<file path="config.mk">
export PLATFORM = sky130hd
export DESIGN_NAME = fsr_bank
export DESIGN_NICKNAME = d
export VERILOG_FILES = /design/src/rtl/fsr_pkg.sv /design/src/rtl/fsr_flag_reg.sv /design/src/rtl/fsr_bank.sv
export SDC_FILE = /design/constraint.sdc
export NUM_CORES = 1
export LEC_CHECK = 0
export BUFFER_PORTS_ARGS = -buffer_cell sky130_fd_sc_hd__clkbuf_2
export CAP_MARGIN = 20
export CORE_MARGIN = 1.5
export CORE_UTILIZATION = 27
export DETAILED_ROUTE_END_ITERATION = 6
export RECOVER_POWER = 25
export SYNTH_ARGS = -nofsm -noshare
export SYNTH_HDL_FRONTEND = slang
export SYNTH_HIERARCHICAL = 1
export SYNTH_SLANG_ARGS = --single-unit
</file>
<file path="constraint.sdc">
create_clock -name clk_sys -period 1.75 [get_ports clk_sys]
set_clock_uncertainty 0.05 [all_clocks]
set_input_delay 0.175 -clock clk_sys [delete_from_list [all_inputs] [get_ports clk_sys]]
set_output_delay 0.175 -clock clk_sys [all_outputs]
set_load 0.05 [all_outputs]
</file>
<file path="src/rtl/fsr_pkg.sv">
/*
  Package for the fault and warning status bank: register offsets, field
  positions, reset values, channel state codes and the packed carriers.
  Assumes nothing of its surroundings.
*/
package fsr_pkg;

  // ----------------------------------------------------------------
  // Register offsets
  // ----------------------------------------------------------------
  localparam logic [7:0] ADDR_DC_DIAG_RESULT = 8'h0C;
  localparam logic [7:0] ADDR_LINE_OUTPUT_RESULT = 8'h0E;
  localparam logic [7:0] ADDR_CHANNEL_STATE_REPORT = 8'h0F;
  localparam logic [7:0] ADDR_CHANNEL_FAULT_FLAGS = 8'h10;
  localparam logic [7:0] ADDR_GLOBAL_FAULT_FLAGS_ONE = 8'h11;
  localparam logic [7:0] ADDR_GLOBAL_FAULT_FLAGS_TWO = 8'h12;
  localparam logic [7:0] ADDR_WARNING_FLAGS = 8'h13;
  localparam logic [7:0] ADDR_PIN_REPORT_MASKS = 8'h14;

  // ----------------------------------------------------------------
  // Field positions
  // ----------------------------------------------------------------
  localparam int BIT_SHORT_TO_GROUND = 7;
  localparam int BIT_SHORT_TO_SUPPLY = 6;
  localparam int BIT_OPEN_LOAD = 5;
  localparam int BIT_SHORTED_LOAD = 4;
  localparam int BIT_LINE_LEVEL_LOAD = 3;
  localparam int BIT_STATE_HI = 7;
  localparam int BIT_STATE_LO = 6;
  localparam int BIT_OVERCURRENT = 7;
  localparam int BIT_DC_OFFSET = 3;
  localparam int BIT_INVALID_CLOCK = 4;
  localparam int BIT_STAGE_OV = 3;
  localparam int BIT_BATTERY_OV = 2;
  localparam int BIT_STAGE_UV = 1;
  localparam int BIT_BATTERY_UV = 0;
  localparam int BIT_GLOBAL_TSD = 4;
  localparam int BIT_CHANNEL_TSD = 3;
  localparam int BIT_POWER_ON_RESET = 5;
  localparam int BIT_GLOBAL_TW = 4;
  localparam int BIT_CHANNEL_TW = 3;
  localparam int BIT_SUPPRESS_OC = 7;
  localparam int BIT_SUPPRESS_TSD = 6;
  localparam int BIT_SUPPRESS_UV = 5;
  localparam int BIT_SUPPRESS_OV = 4;
  localparam int BIT_SUPPRESS_DC = 3;
  localparam int BIT_SUPPRESS_CLIP = 1;
  localparam int BIT_SUPPRESS_TW = 0;

  // ----------------------------------------------------------------
  // Reset values and writable bits
  // ----------------------------------------------------------------
  localparam logic [7:0] RST_DC_DIAG_RESULT = 8'h00;
  localparam logic [7:0] RST_LINE_OUTPUT_RESULT = 8'h00;
  localparam logic [7:0] RST_CHANNEL_STATE_REPORT = 8'h40;
  localparam logic [7:0] RST_CHANNEL_FAULT_FLAGS = 8'h00;
  localparam logic [7:0] RST_GLOBAL_FAULT_FLAGS_ONE = 8'h00;
  localparam logic [7:0] RST_GLOBAL_FAULT_FLAGS_TWO = 8'h00;
  localparam logic [7:0] RST_WARNING_FLAGS = 8'h20;
  localparam logic [7:0] RST_PIN_REPORT_MASKS = 8'h00;
  localparam logic [7:0] PIN_MASK_WRITABLE = 8'hFB;
  localparam logic [7:0] UNMAPPED_READ = 8'h00;

  // ----------------------------------------------------------------
  // Channel state codes
  // ----------------------------------------------------------------
  typedef enum logic [1:0] {
    FSR_STATE_PLAY = 2'b00,
    FSR_STATE_HIGH_Z = 2'b01,
    FSR_STATE_MUTE = 2'b10,
    FSR_STATE_DC_DIAG = 2'b11
  } fsr_chan_state_t;

  // ----------------------------------------------------------------
  // Carriers
  // ----------------------------------------------------------------
  typedef struct packed {
    logic output_short_to_ground_flag;
    logic output_short_to_supply_flag;
    logic open_load_flag;
    logic shorted_load_flag;
    logic line_level_load_flag;
    fsr_chan_state_t channel_state_field;
    logic overcurrent_flag;
    logic dc_offset_fault_flag;
    logic invalid_clock_flag;
    logic stage_supply_overvoltage_flag;
    logic battery_overvoltage_flag;
    logic stage_supply_undervoltage_flag;
    logic battery_undervoltage_flag;
    logic global_thermal_shutdown_flag;
    logic channel_thermal_shutdown_flag;
    logic global_thermal_warning_flag;
    logic channel_thermal_warning_flag;
    logic clip_flag;
  } fsr_cond_t;

  typedef struct packed {
    logic [7:0] addr;
    logic [7:0] wdata;
    logic wr;
    logic rd;
  } fsr_req_t;

endpackage : fsr_pkg

</file>
<file path="src/rtl/fsr_flag_reg.sv">
/*
  One status register: samples its assembled byte every clock.
  Assumes its input comes from logic on the same clock.
*/
`timescale 1ns/10ps

module fsr_flag_reg #(
  parameter int WIDTH = 8,
  parameter logic [WIDTH-1:0] RESET_VALUE = '0
) (
  // Clock and reset
  input wire logic clk_sys,
  input wire logic rst,
  // Data
  input wire logic [WIDTH-1:0] next_value,
  output logic [WIDTH-1:0] value
);

  always_ff @(posedge clk_sys)
  begin
    if (rst)
      value <= RESET_VALUE;
    else
      value <= next_value;
  end

endmodule : fsr_flag_reg

</file>
<file path="src/rtl/fsr_bank.sv">
/*
  Fault, warning and diagnostic status bank with fault and warning pin
  routing. Status registers follow the detector inputs, the pin mask
  register is written by the host over a simple byte register port.
  Assumes detector inputs are synchronous to clk_sys and that the host
  issues at most one access per cycle.
*/
// How it works
// - Bit 7 of 0x0C: output short to ground
// - Bit 6 of 0x0C: output short to supply
// - Bit 5 of 0x0C: open load detected
// - 0x0C bit 4 shorted load, low bits zero
// - Bit 3 of 0x0E: line level load
// - Bits 7-6 of 0x0F: channel state, reset 01
// - Bit 7 of 0x10: overcurrent fault, reset 0
// - Bit 3 of 0x10: DC offset fault
// - Bit 4 of 0x11: invalid input clock
// - Bits 3 and 2 of 0x11: overvoltage flags
// - Bits 1 and 0 of 0x11: undervoltage flags
// - Bit 4 of 0x12: global thermal shutdown
// - Bit 3 of 0x12: channel thermal shutdown
// - Bit 5 of 0x13: power-on reset, reset 1
// - Bits 4 and 3 of 0x13: thermal warnings
// - Mask bit 7 keeps overcurrent off fault pin
// - Mask bit 6 keeps thermal shutdown off fault
// - Mask bit 5 keeps undervoltage off fault pin
// - Mask bit 4 keeps overvoltage off fault pin
// - Mask bit 3 keeps DC offset off fault
// - Mask bit 1 keeps clipping off its pin
// - Mask bit 0 keeps thermal warning off warn
`timescale 1ns/10ps

module fsr_bank (
  // Clock and reset
  input wire logic clk_sys,
  input wire logic rst,
  // Host register port
  input wire fsr_pkg::fsr_req_t reg_req,
  output logic [7:0] reg_rdata,
  output logic reg_rvalid,
  // Detector conditions
  input wire fsr_pkg::fsr_cond_t cond,
  input wire logic clip_on_fault_pin,
  input wire logic power_on_reset_clear,
  // Open-drain report pins, enable high pulls the pin low
  output logic fault_pin_out,
  output logic fault_pin_oe,
  output logic warn_pin_out,
  output logic warn_pin_oe
);

  // ----------------------------------------------------------------
  // Status byte assembly
  // ----------------------------------------------------------------
  logic [7:0] next_dc_diag;
  logic [7:0] next_line_out;
  logic [7:0] next_state_rep;
  logic [7:0] next_chan_fault;
  logic [7:0] next_glob_one;
  logic [7:0] next_glob_two;
  logic [7:0] dc_diag_result;
  logic [7:0] line_output_result;
  logic [7:0] channel_state_report;
  logic [7:0] channel_fault_flags;
  logic [7:0] global_fault_flags_one;
  logic [7:0] global_fault_flags_two;
  logic [7:0] warning_flags;
  logic [7:0] pin_report_masks;
  logic clip_seen;

  always_comb
  begin
    next_dc_diag = 8'h00;
    next_dc_diag[fsr_pkg::BIT_SHORT_TO_GROUND] = cond.output_short_to_ground_flag;
    next_dc_diag[fsr_pkg::BIT_SHORT_TO_SUPPLY] = cond.output_short_to_supply_flag;
    next_dc_diag[fsr_pkg::BIT_OPEN_LOAD] = cond.open_load_flag;
    next_dc_diag[fsr_pkg::BIT_SHORTED_LOAD] = cond.shorted_load_flag;
    next_line_out = 8'h00;
    next_line_out[fsr_pkg::BIT_LINE_LEVEL_LOAD] = cond.line_level_load_flag;
    next_state_rep = 8'h00;
    next_state_rep[fsr_pkg::BIT_STATE_HI:fsr_pkg::BIT_STATE_LO] = cond.channel_state_field;
    next_chan_fault = 8'h00;
    next_chan_fault[fsr_pkg::BIT_OVERCURRENT] = cond.overcurrent_flag;
    next_chan_fault[fsr_pkg::BIT_DC_OFFSET] = cond.dc_offset_fault_flag;
    next_glob_one = 8'h00;
    next_glob_one[fsr_pkg::BIT_INVALID_CLOCK] = cond.invalid_clock_flag;
    next_glob_one[fsr_pkg::BIT_STAGE_OV] = cond.stage_supply_overvoltage_flag;
    next_glob_one[fsr_pkg::BIT_BATTERY_OV] = cond.battery_overvoltage_flag;
    next_glob_one[fsr_pkg::BIT_STAGE_UV] = cond.stage_supply_undervoltage_flag;
    next_glob_one[fsr_pkg::BIT_BATTERY_UV] = cond.battery_undervoltage_flag;
    next_glob_two = 8'h00;
    next_glob_two[fsr_pkg::BIT_GLOBAL_TSD] = cond.global_thermal_shutdown_flag;
    next_glob_two[fsr_pkg::BIT_CHANNEL_TSD] = cond.channel_thermal_shutdown_flag;
  end

  // ----------------------------------------------------------------
  // Status registers
  // ----------------------------------------------------------------
  fsr_flag_reg #(.WIDTH(8), .RESET_VALUE(fsr_pkg::RST_DC_DIAG_RESULT)) u_dc_diag (
    .clk_sys(clk_sys),
    .rst(rst),
    .next_value(next_dc_diag),
    .value(dc_diag_result)
  );

  fsr_flag_reg #(.WIDTH(8), .RESET_VALUE(fsr_pkg::RST_LINE_OUTPUT_RESULT)) u_line_out (
    .clk_sys(clk_sys),
    .rst(rst),
    .next_value(next_line_out),
    .value(line_output_result)
  );

  fsr_flag_reg #(.WIDTH(8), .RESET_VALUE(fsr_pkg::RST_CHANNEL_STATE_REPORT)) u_state (
    .clk_sys(clk_sys),
    .rst(rst),
    .next_value(next_state_rep),
    .value(channel_state_report)
  );

  fsr_flag_reg #(.WIDTH(8), .RESET_VALUE(fsr_pkg::RST_CHANNEL_FAULT_FLAGS)) u_chan_fault (
    .clk_sys(clk_sys),
    .rst(rst),
    .next_value(next_chan_fault),
    .value(channel_fault_flags)
  );

  fsr_flag_reg #(.WIDTH(8), .RESET_VALUE(fsr_pkg::RST_GLOBAL_FAULT_FLAGS_ONE)) u_glob_one (
    .clk_sys(clk_sys),
    .rst(rst),
    .next_value(next_glob_one),
    .value(global_fault_flags_one)
  );

  fsr_flag_reg #(.WIDTH(8), .RESET_VALUE(fsr_pkg::RST_GLOBAL_FAULT_FLAGS_TWO)) u_glob_two (
    .clk_sys(clk_sys),
    .rst(rst),
    .next_value(next_glob_two),
    .value(global_fault_flags_two)
  );

  // ----------------------------------------------------------------
  // Warning register
  // ----------------------------------------------------------------
  // The power-on bit is set only by reset; a clear pulse drops it
  always_ff @(posedge clk_sys)
  begin
    if (rst)
      warning_flags <= fsr_pkg::RST_WARNING_FLAGS;
    else
    begin
      warning_flags <= 8'h00;
      warning_flags[fsr_pkg::BIT_POWER_ON_RESET] <=
        warning_flags[fsr_pkg::BIT_POWER_ON_RESET] & ~power_on_reset_clear;
      warning_flags[fsr_pkg::BIT_GLOBAL_TW] <= cond.global_thermal_warning_flag;
      warning_flags[fsr_pkg::BIT_CHANNEL_TW] <= cond.channel_thermal_warning_flag;
    end
  end

  always_ff @(posedge clk_sys)
  begin
    if (rst)
      clip_seen <= 1'b0;
    else
      clip_seen <= cond.clip_flag;
  end

  // ----------------------------------------------------------------
  // Pin mask register and host access
  // ----------------------------------------------------------------
  always_ff @(posedge clk_sys)
  begin
    if (rst)
      pin_report_masks <= fsr_pkg::RST_PIN_REPORT_MASKS;
    else if (reg_req.wr && reg_req.addr == fsr_pkg::ADDR_PIN_REPORT_MASKS)
      pin_report_masks <= reg_req.wdata & fsr_pkg::PIN_MASK_WRITABLE;
  end

  logic [7:0] next_rdata;

  always_comb
  begin
    case (reg_req.addr)
      fsr_pkg::ADDR_DC_DIAG_RESULT: next_rdata = dc_diag_result;
      fsr_pkg::ADDR_LINE_OUTPUT_RESULT: next_rdata = line_output_result;
      fsr_pkg::ADDR_CHANNEL_STATE_REPORT: next_rdata = channel_state_report;
      fsr_pkg::ADDR_CHANNEL_FAULT_FLAGS: next_rdata = channel_fault_flags;
      fsr_pkg::ADDR_GLOBAL_FAULT_FLAGS_ONE: next_rdata = global_fault_flags_one;
      fsr_pkg::ADDR_GLOBAL_FAULT_FLAGS_TWO: next_rdata = global_fault_flags_two;
      fsr_pkg::ADDR_WARNING_FLAGS: next_rdata = warning_flags;
      fsr_pkg::ADDR_PIN_REPORT_MASKS: next_rdata = pin_report_masks;
      default: next_rdata = fsr_pkg::UNMAPPED_READ;
    endcase
  end

  always_ff @(posedge clk_sys)
  begin
    if (rst)
    begin
      reg_rdata <= 8'h00;
      reg_rvalid <= 1'b0;
    end
    else
    begin
      reg_rvalid <= reg_req.rd;
      if (reg_req.rd)
        reg_rdata <= next_rdata;
    end
  end

  // ----------------------------------------------------------------
  // Pin routing
  // ----------------------------------------------------------------
  logic next_fault;
  logic next_warn;
  logic clip_reported;

  always_comb
  begin
    clip_reported = clip_seen & ~pin_report_masks[fsr_pkg::BIT_SUPPRESS_CLIP];
    next_fault = global_fault_flags_one[fsr_pkg::BIT_INVALID_CLOCK];
    next_fault = next_fault | (channel_fault_flags[fsr_pkg::BIT_OVERCURRENT] &
      ~pin_report_masks[fsr_pkg::BIT_SUPPRESS_OC]);
    next_fault = next_fault | ((global_fault_flags_two[fsr_pkg::BIT_GLOBAL_TSD] |
      global_fault_flags_two[fsr_pkg::BIT_CHANNEL_TSD]) &
      ~pin_report_masks[fsr_pkg::BIT_SUPPRESS_TSD]);
    next_fault = next_fault | ((global_fault_flags_one[fsr_pkg::BIT_STAGE_UV] |
      global_fault_flags_one[fsr_pkg::BIT_BATTERY_UV]) &
      ~pin_report_masks[fsr_pkg::BIT_SUPPRESS_UV]);
    next_fault = next_fault | ((global_fault_flags_one[fsr_pkg::BIT_STAGE_OV] |
      global_fault_flags_one[fsr_pkg::BIT_BATTERY_OV]) &
      ~pin_report_masks[fsr_pkg::BIT_SUPPRESS_OV]);
    next_fault = next_fault | (channel_fault_flags[fsr_pkg::BIT_DC_OFFSET] &
      ~pin_report_masks[fsr_pkg::BIT_SUPPRESS_DC]);
    next_fault = next_fault | (clip_reported & clip_on_fault_pin);
    next_warn = (warning_flags[fsr_pkg::BIT_GLOBAL_TW] |
      warning_flags[fsr_pkg::BIT_CHANNEL_TW]) &
      ~pin_report_masks[fsr_pkg::BIT_SUPPRESS_TW];
    next_warn = next_warn | (clip_reported & ~clip_on_fault_pin);
  end

  always_ff @(posedge clk_sys)
  begin
    if (rst)
    begin
      fault_pin_out <= 1'b0;
      fault_pin_oe <= 1'b0;
      warn_pin_out <= 1'b0;
      warn_pin_oe <= 1'b0;
    end
    else
    begin
      fault_pin_out <= 1'b0;
      fault_pin_oe <= next_fault;
      warn_pin_out <= 1'b0;
      warn_pin_oe <= next_warn;
    end
  end
endmodule : fsr_bank

</file>
==> results of run 1 <==
-- registers in the layout, summed over array words and instances, names as in the netlist, 3 cells and up --
signal              cells
u_glob_two/value        8
reg_rdata               8
u_line_out/value        8
warning_flags           3
u_chan_fault/value      8
u_glob_one/value        8
u_dc_diag/value         8
pin_report_masks        7
u_state/value           8
-- layout make-up --
| type | count | area [um^2] | share of cell area [%] |
|---|---|---|---|
| inverter | 6 | 22.5 | 0.624 |
| timing repair buffer | 71 | 444 | 12.3 |
| multi-input combinational | 198 | 1340 | 37.1 |
| sequential | 70 | 1400 | 38.8 |
| clock buffer | 9 | 124 | 3.43 |
| clock inverter | 7 | 113 | 3.12 |
| tap | 133 | 166 | 4.61 |
-- worst max path at each step --
stage / startpoint / endpoint / slack [ns] / cells past startpoint
floorplan: reg_req[10] / reg_rdata[1] / 0.36 / 5
global placement: reg_req[10] / reg_rdata[3] / 0.07 / 5
global route: rst / u_chan_fault/value[3] / 0.18 / 3
finish: rst / fault_pin_oe / 0.33 / 3
CTS: u_state/value[1] / reg_rdata[1] / 0.42 / 4
detailed placement: reg_req[10] / reg_rdata[3] / 0.05 / 5
-- layer usage --
layer  vias up  wire [um]
met2        49       2680
met3        14        347
li1       1057          -
met4         0        148
met5         -          0
met1       953       2710
-- power breakdown --
group	internal [mW]	switching [mW]	total, mW
sequential	1.66	0.0214	1.68
combinational	0.146	0.154	0.300
clock	0.938	0.587	1.53
total	2.75	0.763	3.51
-- cells in the final DEF (no fill, tap or decap), drive strengths merged, types with 8 or more instances in the layout --
cell type    instances
clkbuf              60
nand2                8
dlygate4sd3         16
dfxtp               70
nor2b               53
conb                34
mux2i               12
nor2                17
a22oi                9
-- per-stage QoR --
step	worst slack [ns]	utilization, %
5_1_grt	0.182	37.1
3_5_place_dp	0.0473	33.2
3_3_place_gp	0.0663	33.2
6_report	0.327	37.1
4_1_cts	0.423	37.3
2_1_floorplan	0.358	-
-- critical path: cells and delay by family --
family / cells / cell delay, ns
buffers and inverters: 2 / 1.24
AND/OR/NAND/NOR: 1 / 0.13
-- kinds of logic (layout without fill, tap and decap cells) --
kind of cell           Yosys count  after routing  share of synthesized area [%]
AO/OA/AOI/OAI                   40             40                           12.4
buffers and inverters           16             93                           2.75
flip-flops                      70             70                           52.1
multiplexers                    21             21                           9.49
other                            1             34                          0.139
AND/OR/NAND/NOR                103            103                           23.1
==> run summary, run 1 <==
Run status - finished clean
H-Tree Depth - 3
Vias in the first global route - 1,924
GR Layer Usage met3 - 4.47%
Post-synth cell types - 44
Post-CTS setup buffer count - 0
Critical Path AT - 1.56 ns
Minimum clock period - 1.42 ns
Total global-route track usage - 12.0%
Worst Hold End - pin_report_masks[0]
CP Class - in -> reg
Port bufs - 50
Die Y - 103 um
PD cells - 972 nW/um^2
Worst Hold Path Cells - 3
Num ports - 54
Largest net degree at the start of global routing - 60
Startpoint class of the critical path - input port
Final setup TNS - 0 ns
RSZ-0062 raised after global routing - false
DRC violations left - 0
Worst Path Required - 1.89 ns
DP HPWL - 4280 um
Peak supply drop - 470 uV
Actual slew at the worst max-slew pin - 1.12 ns
Clock Latency Late Sink - 0.34 ns
Critical path capture point type - flop
Clock tree buffer depth - 2
Area grow syn2layout - 34.2%
Slew Viols, Final - 0
Type of the tightest min-delay check - in -> reg
Clk slew on worst S/H paths - 0.07 ns
Filler cells - 1,020
Reg2Reg Setup Slack - 0.42 ns
Slew headroom - 25.3%
Yosys Warn Count - 6
Maxcap violations - 0
Critical-path top delay cell - clkbuf_2
R2R depth - 4
Area share of the largest cell type after synthesis - 52.1%
Tcrit/Tclk final - 81.3%
HP Start - reg_req[2]
Cell Area, Synth - 2690 um^2
DRT antenna net count - 0
Max Freq - 703 MHz
Die X - 103 um
Fin area - 3610 um^2
Share of cells above drive strength 1 - 23.8%
Post-CTS sizing - 0
Final hold violation count - 0
Non-filler cells, final - 494
Starting Density - 27.6%
Wire length of the first global-routing pass - 9300 um
Ys async rst share - 0%
GR Util met1 - 15.4%
Initial antenna violation count - 0
Hold_buf cts - 16
Crit Path Max Fanout - 59
GPL Wtd Cong - 0.801
Static Leak - 1.56 nW
Setup-failing EPs final - 0
Hold Slack - 0.0144 ns
Post-synth EDFFs - 0
Vias per Instance - 4.20
Placed Instances - 462
1st-pass router iterations - 4
Die area - 10,600 um^2
R2R Path End - reg_rdata[1]
ANT cells - 0
Top_reg_cell synth - dfxtp_1
Syn avg cell area - 10.7 um^2
CTS sink count - 70
Iteration-0 DRC Markers - 50
Seq cells post-synth - 70
Mapped Cells - 251
Grt met2 use - 17.8%
Global route hottest layer - met2
Placement Cell Area - 3230 um^2
# rows - 36
Area leader, netlist - dfxtp_1
Total power - 3.51 mW
Commonest cells post-synth - dfxtp_1, nor2b_1, nor2_1
Core Area - 9730 um^2
Root Buffer - clkbuf_8
GRT Residual Overflow - 0
Max stage delay on crit path - 0.92 ns
Via Count - 2,073
Register area share after synthesis - 52.1%
Worst r2r src - u_state/value[1]
CTS tree - done
Final nets - 397
WL final - 5890 um
Worst-path cell chain - clkbuf_1 > clkbuf_2 > nor2_1
Synth area leaders - dfxtp_1, nor2b_1, mux2i_1
Top-count cell post-synth - dfxtp_1
CTS Buf Count - 9
Wire per inst - 11.9 um
Note: power is estimated with default switching activity, not from simulation.
==> run 2, diff against run 1 <==
Settings changed: ABC_AREA set to 1.
Clock period 1.75 ns to 1.2 ns, I/O delays scaled along.
==> run 2 against run 1 <==
Flip-flop and latch count unchanged. Critical endpoint is now reg_rdata[1]. Cell count rose by 31%. Combinational power grew 47%. Non-clock buffer count up 13. Largest cell class unchanged. Largest power group unchanged.
==> run summary, run 2 <==
Run status - finished clean
Peak supply drop - 457 uV (-2.7%)
Final hold violation count - 0 (unchanged)
Area share of the largest cell type after synthesis - 47.5% (-4.6 points)
Cell Area, Synth - 2950 um^2 (+9.7%)
Die X - 108 um (+4.6%)
Total power - 5.24 mW (+49%)
Reg power frac - 47.0% (-1.0 points)
Top_reg_cell synth - dfxtp_1
Area grow syn2layout - 33.0%
Actual slew at the worst max-slew pin - 0.679 ns (-0.441 ns)
Seq cells post-synth - 70 (unchanged)
Mux contribution to synthesized area - 0% (-9.5 points)
1st-pass router iterations - 4 (unchanged)
Minimum clock period - 1.14 ns
Critical Path AT - 0.97 ns (-0.59 ns)
Top-count cell post-synth - nor2_1
ANT cells - 0 (unchanged)
Most frequent cells in the layout - nor2_1, inv_1, dfxtp_1
Largest net degree at the start of global routing - 26 (-57%)
GPL Wtd Cong - 0.809 (+0.99%)
Gate power share - 8.4% (-0.2 points)
GR Util met1 - 15.1% (-0.27 points)
Grt met2 use - 21.8% (+4.1 points)
WL final - 6690 um (+14%)
Tcrit/Tclk final - 95.0%
Slew headroom - 54.7% (+29 points)
DRC violations left - 0 (unchanged)
Post-synth cell types - 24 (-45%)
Yosys Warn Count - 6 (unchanged)
Commonest cells post-synth - nor2_1, inv_1, dfxtp_1
Vias per Instance - 3.95 (-5.9%)
Clock tree buffer depth - 2 (unchanged)
Clock Latency Late Sink - 0.34 ns (about the same)
Port bufs - 50 (unchanged)
Clock power frac - 44.6% (+1.1 points)
PD cells - 1340 nW/um^2 (+37%)
Wire length of the first global-routing pass - 11,200 um (+21%)
Vias in the first global route - 2,534 (+32%)
Adder-cell share of the synthesized area - 0% (unchanged)
Fin area - 3920 um^2 (+8.7%)
Maxcap violations - 0 (unchanged)
Post-CTS setup buffer count - 0 (unchanged)
Filler cells - 1,105 (+8.3%)
Switching Power - 1.14 mW (+49%)
Startpoint class of the critical path - flop
Synth Area in XOR/XNOR - 0% (unchanged)
Slew Viols, Final - 0 (unchanged)
Initial antenna violation count - 0 (unchanged)
Iteration-0 DRC Markers - 114 (+130%)
Internal power - 4.10 mW (+49%)
Largest family of logic cells by synthesized area - simple AND/OR/NAND/NOR gates
Num ports - 54 (unchanged)
Critical path capture point type - output port
Hold Slack - 0.0177 ns (+0.00329 ns)
Synth area leaders - dfxtp_1, nor2_1, nand3_1
Mapped Cells - 397 (+58%)
GRT Residual Overflow - 0 (unchanged)
H-Tree Depth - 3 (unchanged)
Commonest non-fill, non-tap cell in the layout - nor2_1
Via Count - 2,562 (+24%)
RSZ-0062 raised after global routing - false
Max stage delay on crit path - 0.34 ns (-0.58 ns)
Max Freq - 877 MHz
Crit Path Max Fanout - 2 (-97%)
Setup-failing EPs final - 0 (unchanged)
Critical-path top delay cell - dfxtp_1
Final nets - 549 (+38%)
Placement Cell Area - 3450 um^2 (+6.9%)
Worst-path cell chain - clkbuf_2
CTS tree - done
Final setup TNS - 0 ns (unchanged)
Post-synthesis simple-gate area fraction - 32.1% (+9.0 points)
GR Layer Usage met3 - 3.63% (-0.84 points)
Worst Path Required - 1.03 ns (-0.86 ns)
Root Buffer - clkbuf_8
DRT antenna net count - 0 (unchanged)
Post-synth EDFFs - 0 (unchanged)
Total global-route track usage - 12.8% (+0.77 points)
Area leader, netlist - dfxtp_1
Register area share after synthesis - 47.5% (-4.6 points)
Net Sw Frac - 21.7% (-0.062 points)
CP delay by family, top - flip-flops
Complex-gate fraction of the synthesized area - 5.64% (-6.8 points)
Static Leak - 1.88 nW (+21%)
# rows - 37 (+2.8%)
Die area - 11,600 um^2 (+9.4%)
DP HPWL - 4950 um (+16%)
CTS Buf Count - 9 (unchanged)
Ys async rst share - 0% (unchanged)
Global route hottest layer - met2
Syn avg cell area - 7.43 um^2 (-31%)
Share of cells above drive strength 1 - 18.9% (-4.9 points)
Wire per inst - 10.3 um (-14%)
Placed Instances - 610 (+32%)
Type of the tightest min-delay check - in -> reg
Clk slew on worst S/H paths - 0.07 ns (about the same)
WP buf/inv - 1 (-1)
Die Y - 108 um (+4.6%)
Core Area - 10,500 um^2 (+7.5%)
Non-filler cells, final - 649 (+31%)
CTS sink count - 70 (unchanged)
CP Class - reg -> out
Starting Density - 28.2% (+0.56 points)
[run 2: cell count changes after synthesis, moves of 8 or more]
cell,delta
inv_1,+65
nor2_1,+59
nand2_1,+53
nor2b_1,-53
nand3_1,+52
mux2i_1,-12
a21oi_1,+11
buf_6,+8
nor2_4,+8
[run 2: power groups by stage]
stage	clock network, mW	logic (mW)	registers (mW)
2_1_floorplan	0	0.251	2.53
3_3_place_gp	0	0.381	2.51
3_5_place_dp	0	0.383	2.51
4_1_cts	2.41	0.442	2.46
5_1_grt	2.50	0.501	2.47
6_report	2.34	0.441	2.46
[run 2: layer usage]
| layer | wire length [um] | vias to the layer above |
|---|---|---|
| met5 | 0 | - |
| li1 | - | 1384 |
| met2 | 3160 | 51 |
| met1 | 3080 | 1115 |
| met3 | 352 | 12 |
| met4 | 96 | 0 |
[run 2: logic make-up after synthesis]
logic type,Yosys count
and+or+nand+nor,206
AOI/OAI and AO/OA,28
DFF,70
buffers and inverters,92
other,1
[run 2: repair_timing]
item                                   CTS  global route
endpoints found under the hold margin   23             0
hold buffers                            23             0
gates resized for setup                  0             0
[run 2: metrics by stage]
step / setup slack, ns / utilization [%]
final: 0.0597 / 37.5
after detailed placement: -0.125 / 33.0
after CTS: 0.0194 / 37.6
after global placement: -0.0975 / 33.0
after global routing: 0.0166 / 37.5
after floorplan: 0.149 / -
[run 2: final timing paths]
| kind | startpoint | cells after the start | to | slack [ns] |
|---|---|---|---|---|
| max | reg_rdata[1] | 1 | reg_rdata[1] | 0.06 |
| min | reg_req[7] | 3 | pin_report_masks[5] | 0.02 |
| max reg2reg | u_line_out/value[3] | 6 | reg_rdata[3] | 0.18 |
| min reg2reg | reg_rdata[4] | 2 | reg_rdata[4] | 0.41 |
[run 2: layout make-up]
class | count | area (um^2) | share of cell area (%)
Clock buffer | 13 | 159 | 4.05
Tap cell | 136 | 170 | 4.34
Clock inverter | 3 | 90.1 | 2.30
Inverter | 75 | 282 | 7.17
Timing Repair Buffer | 84 | 581 | 14.8
Sequential cell | 70 | 1400 | 35.7
Multi-Input combinational cell | 268 | 1240 | 31.6
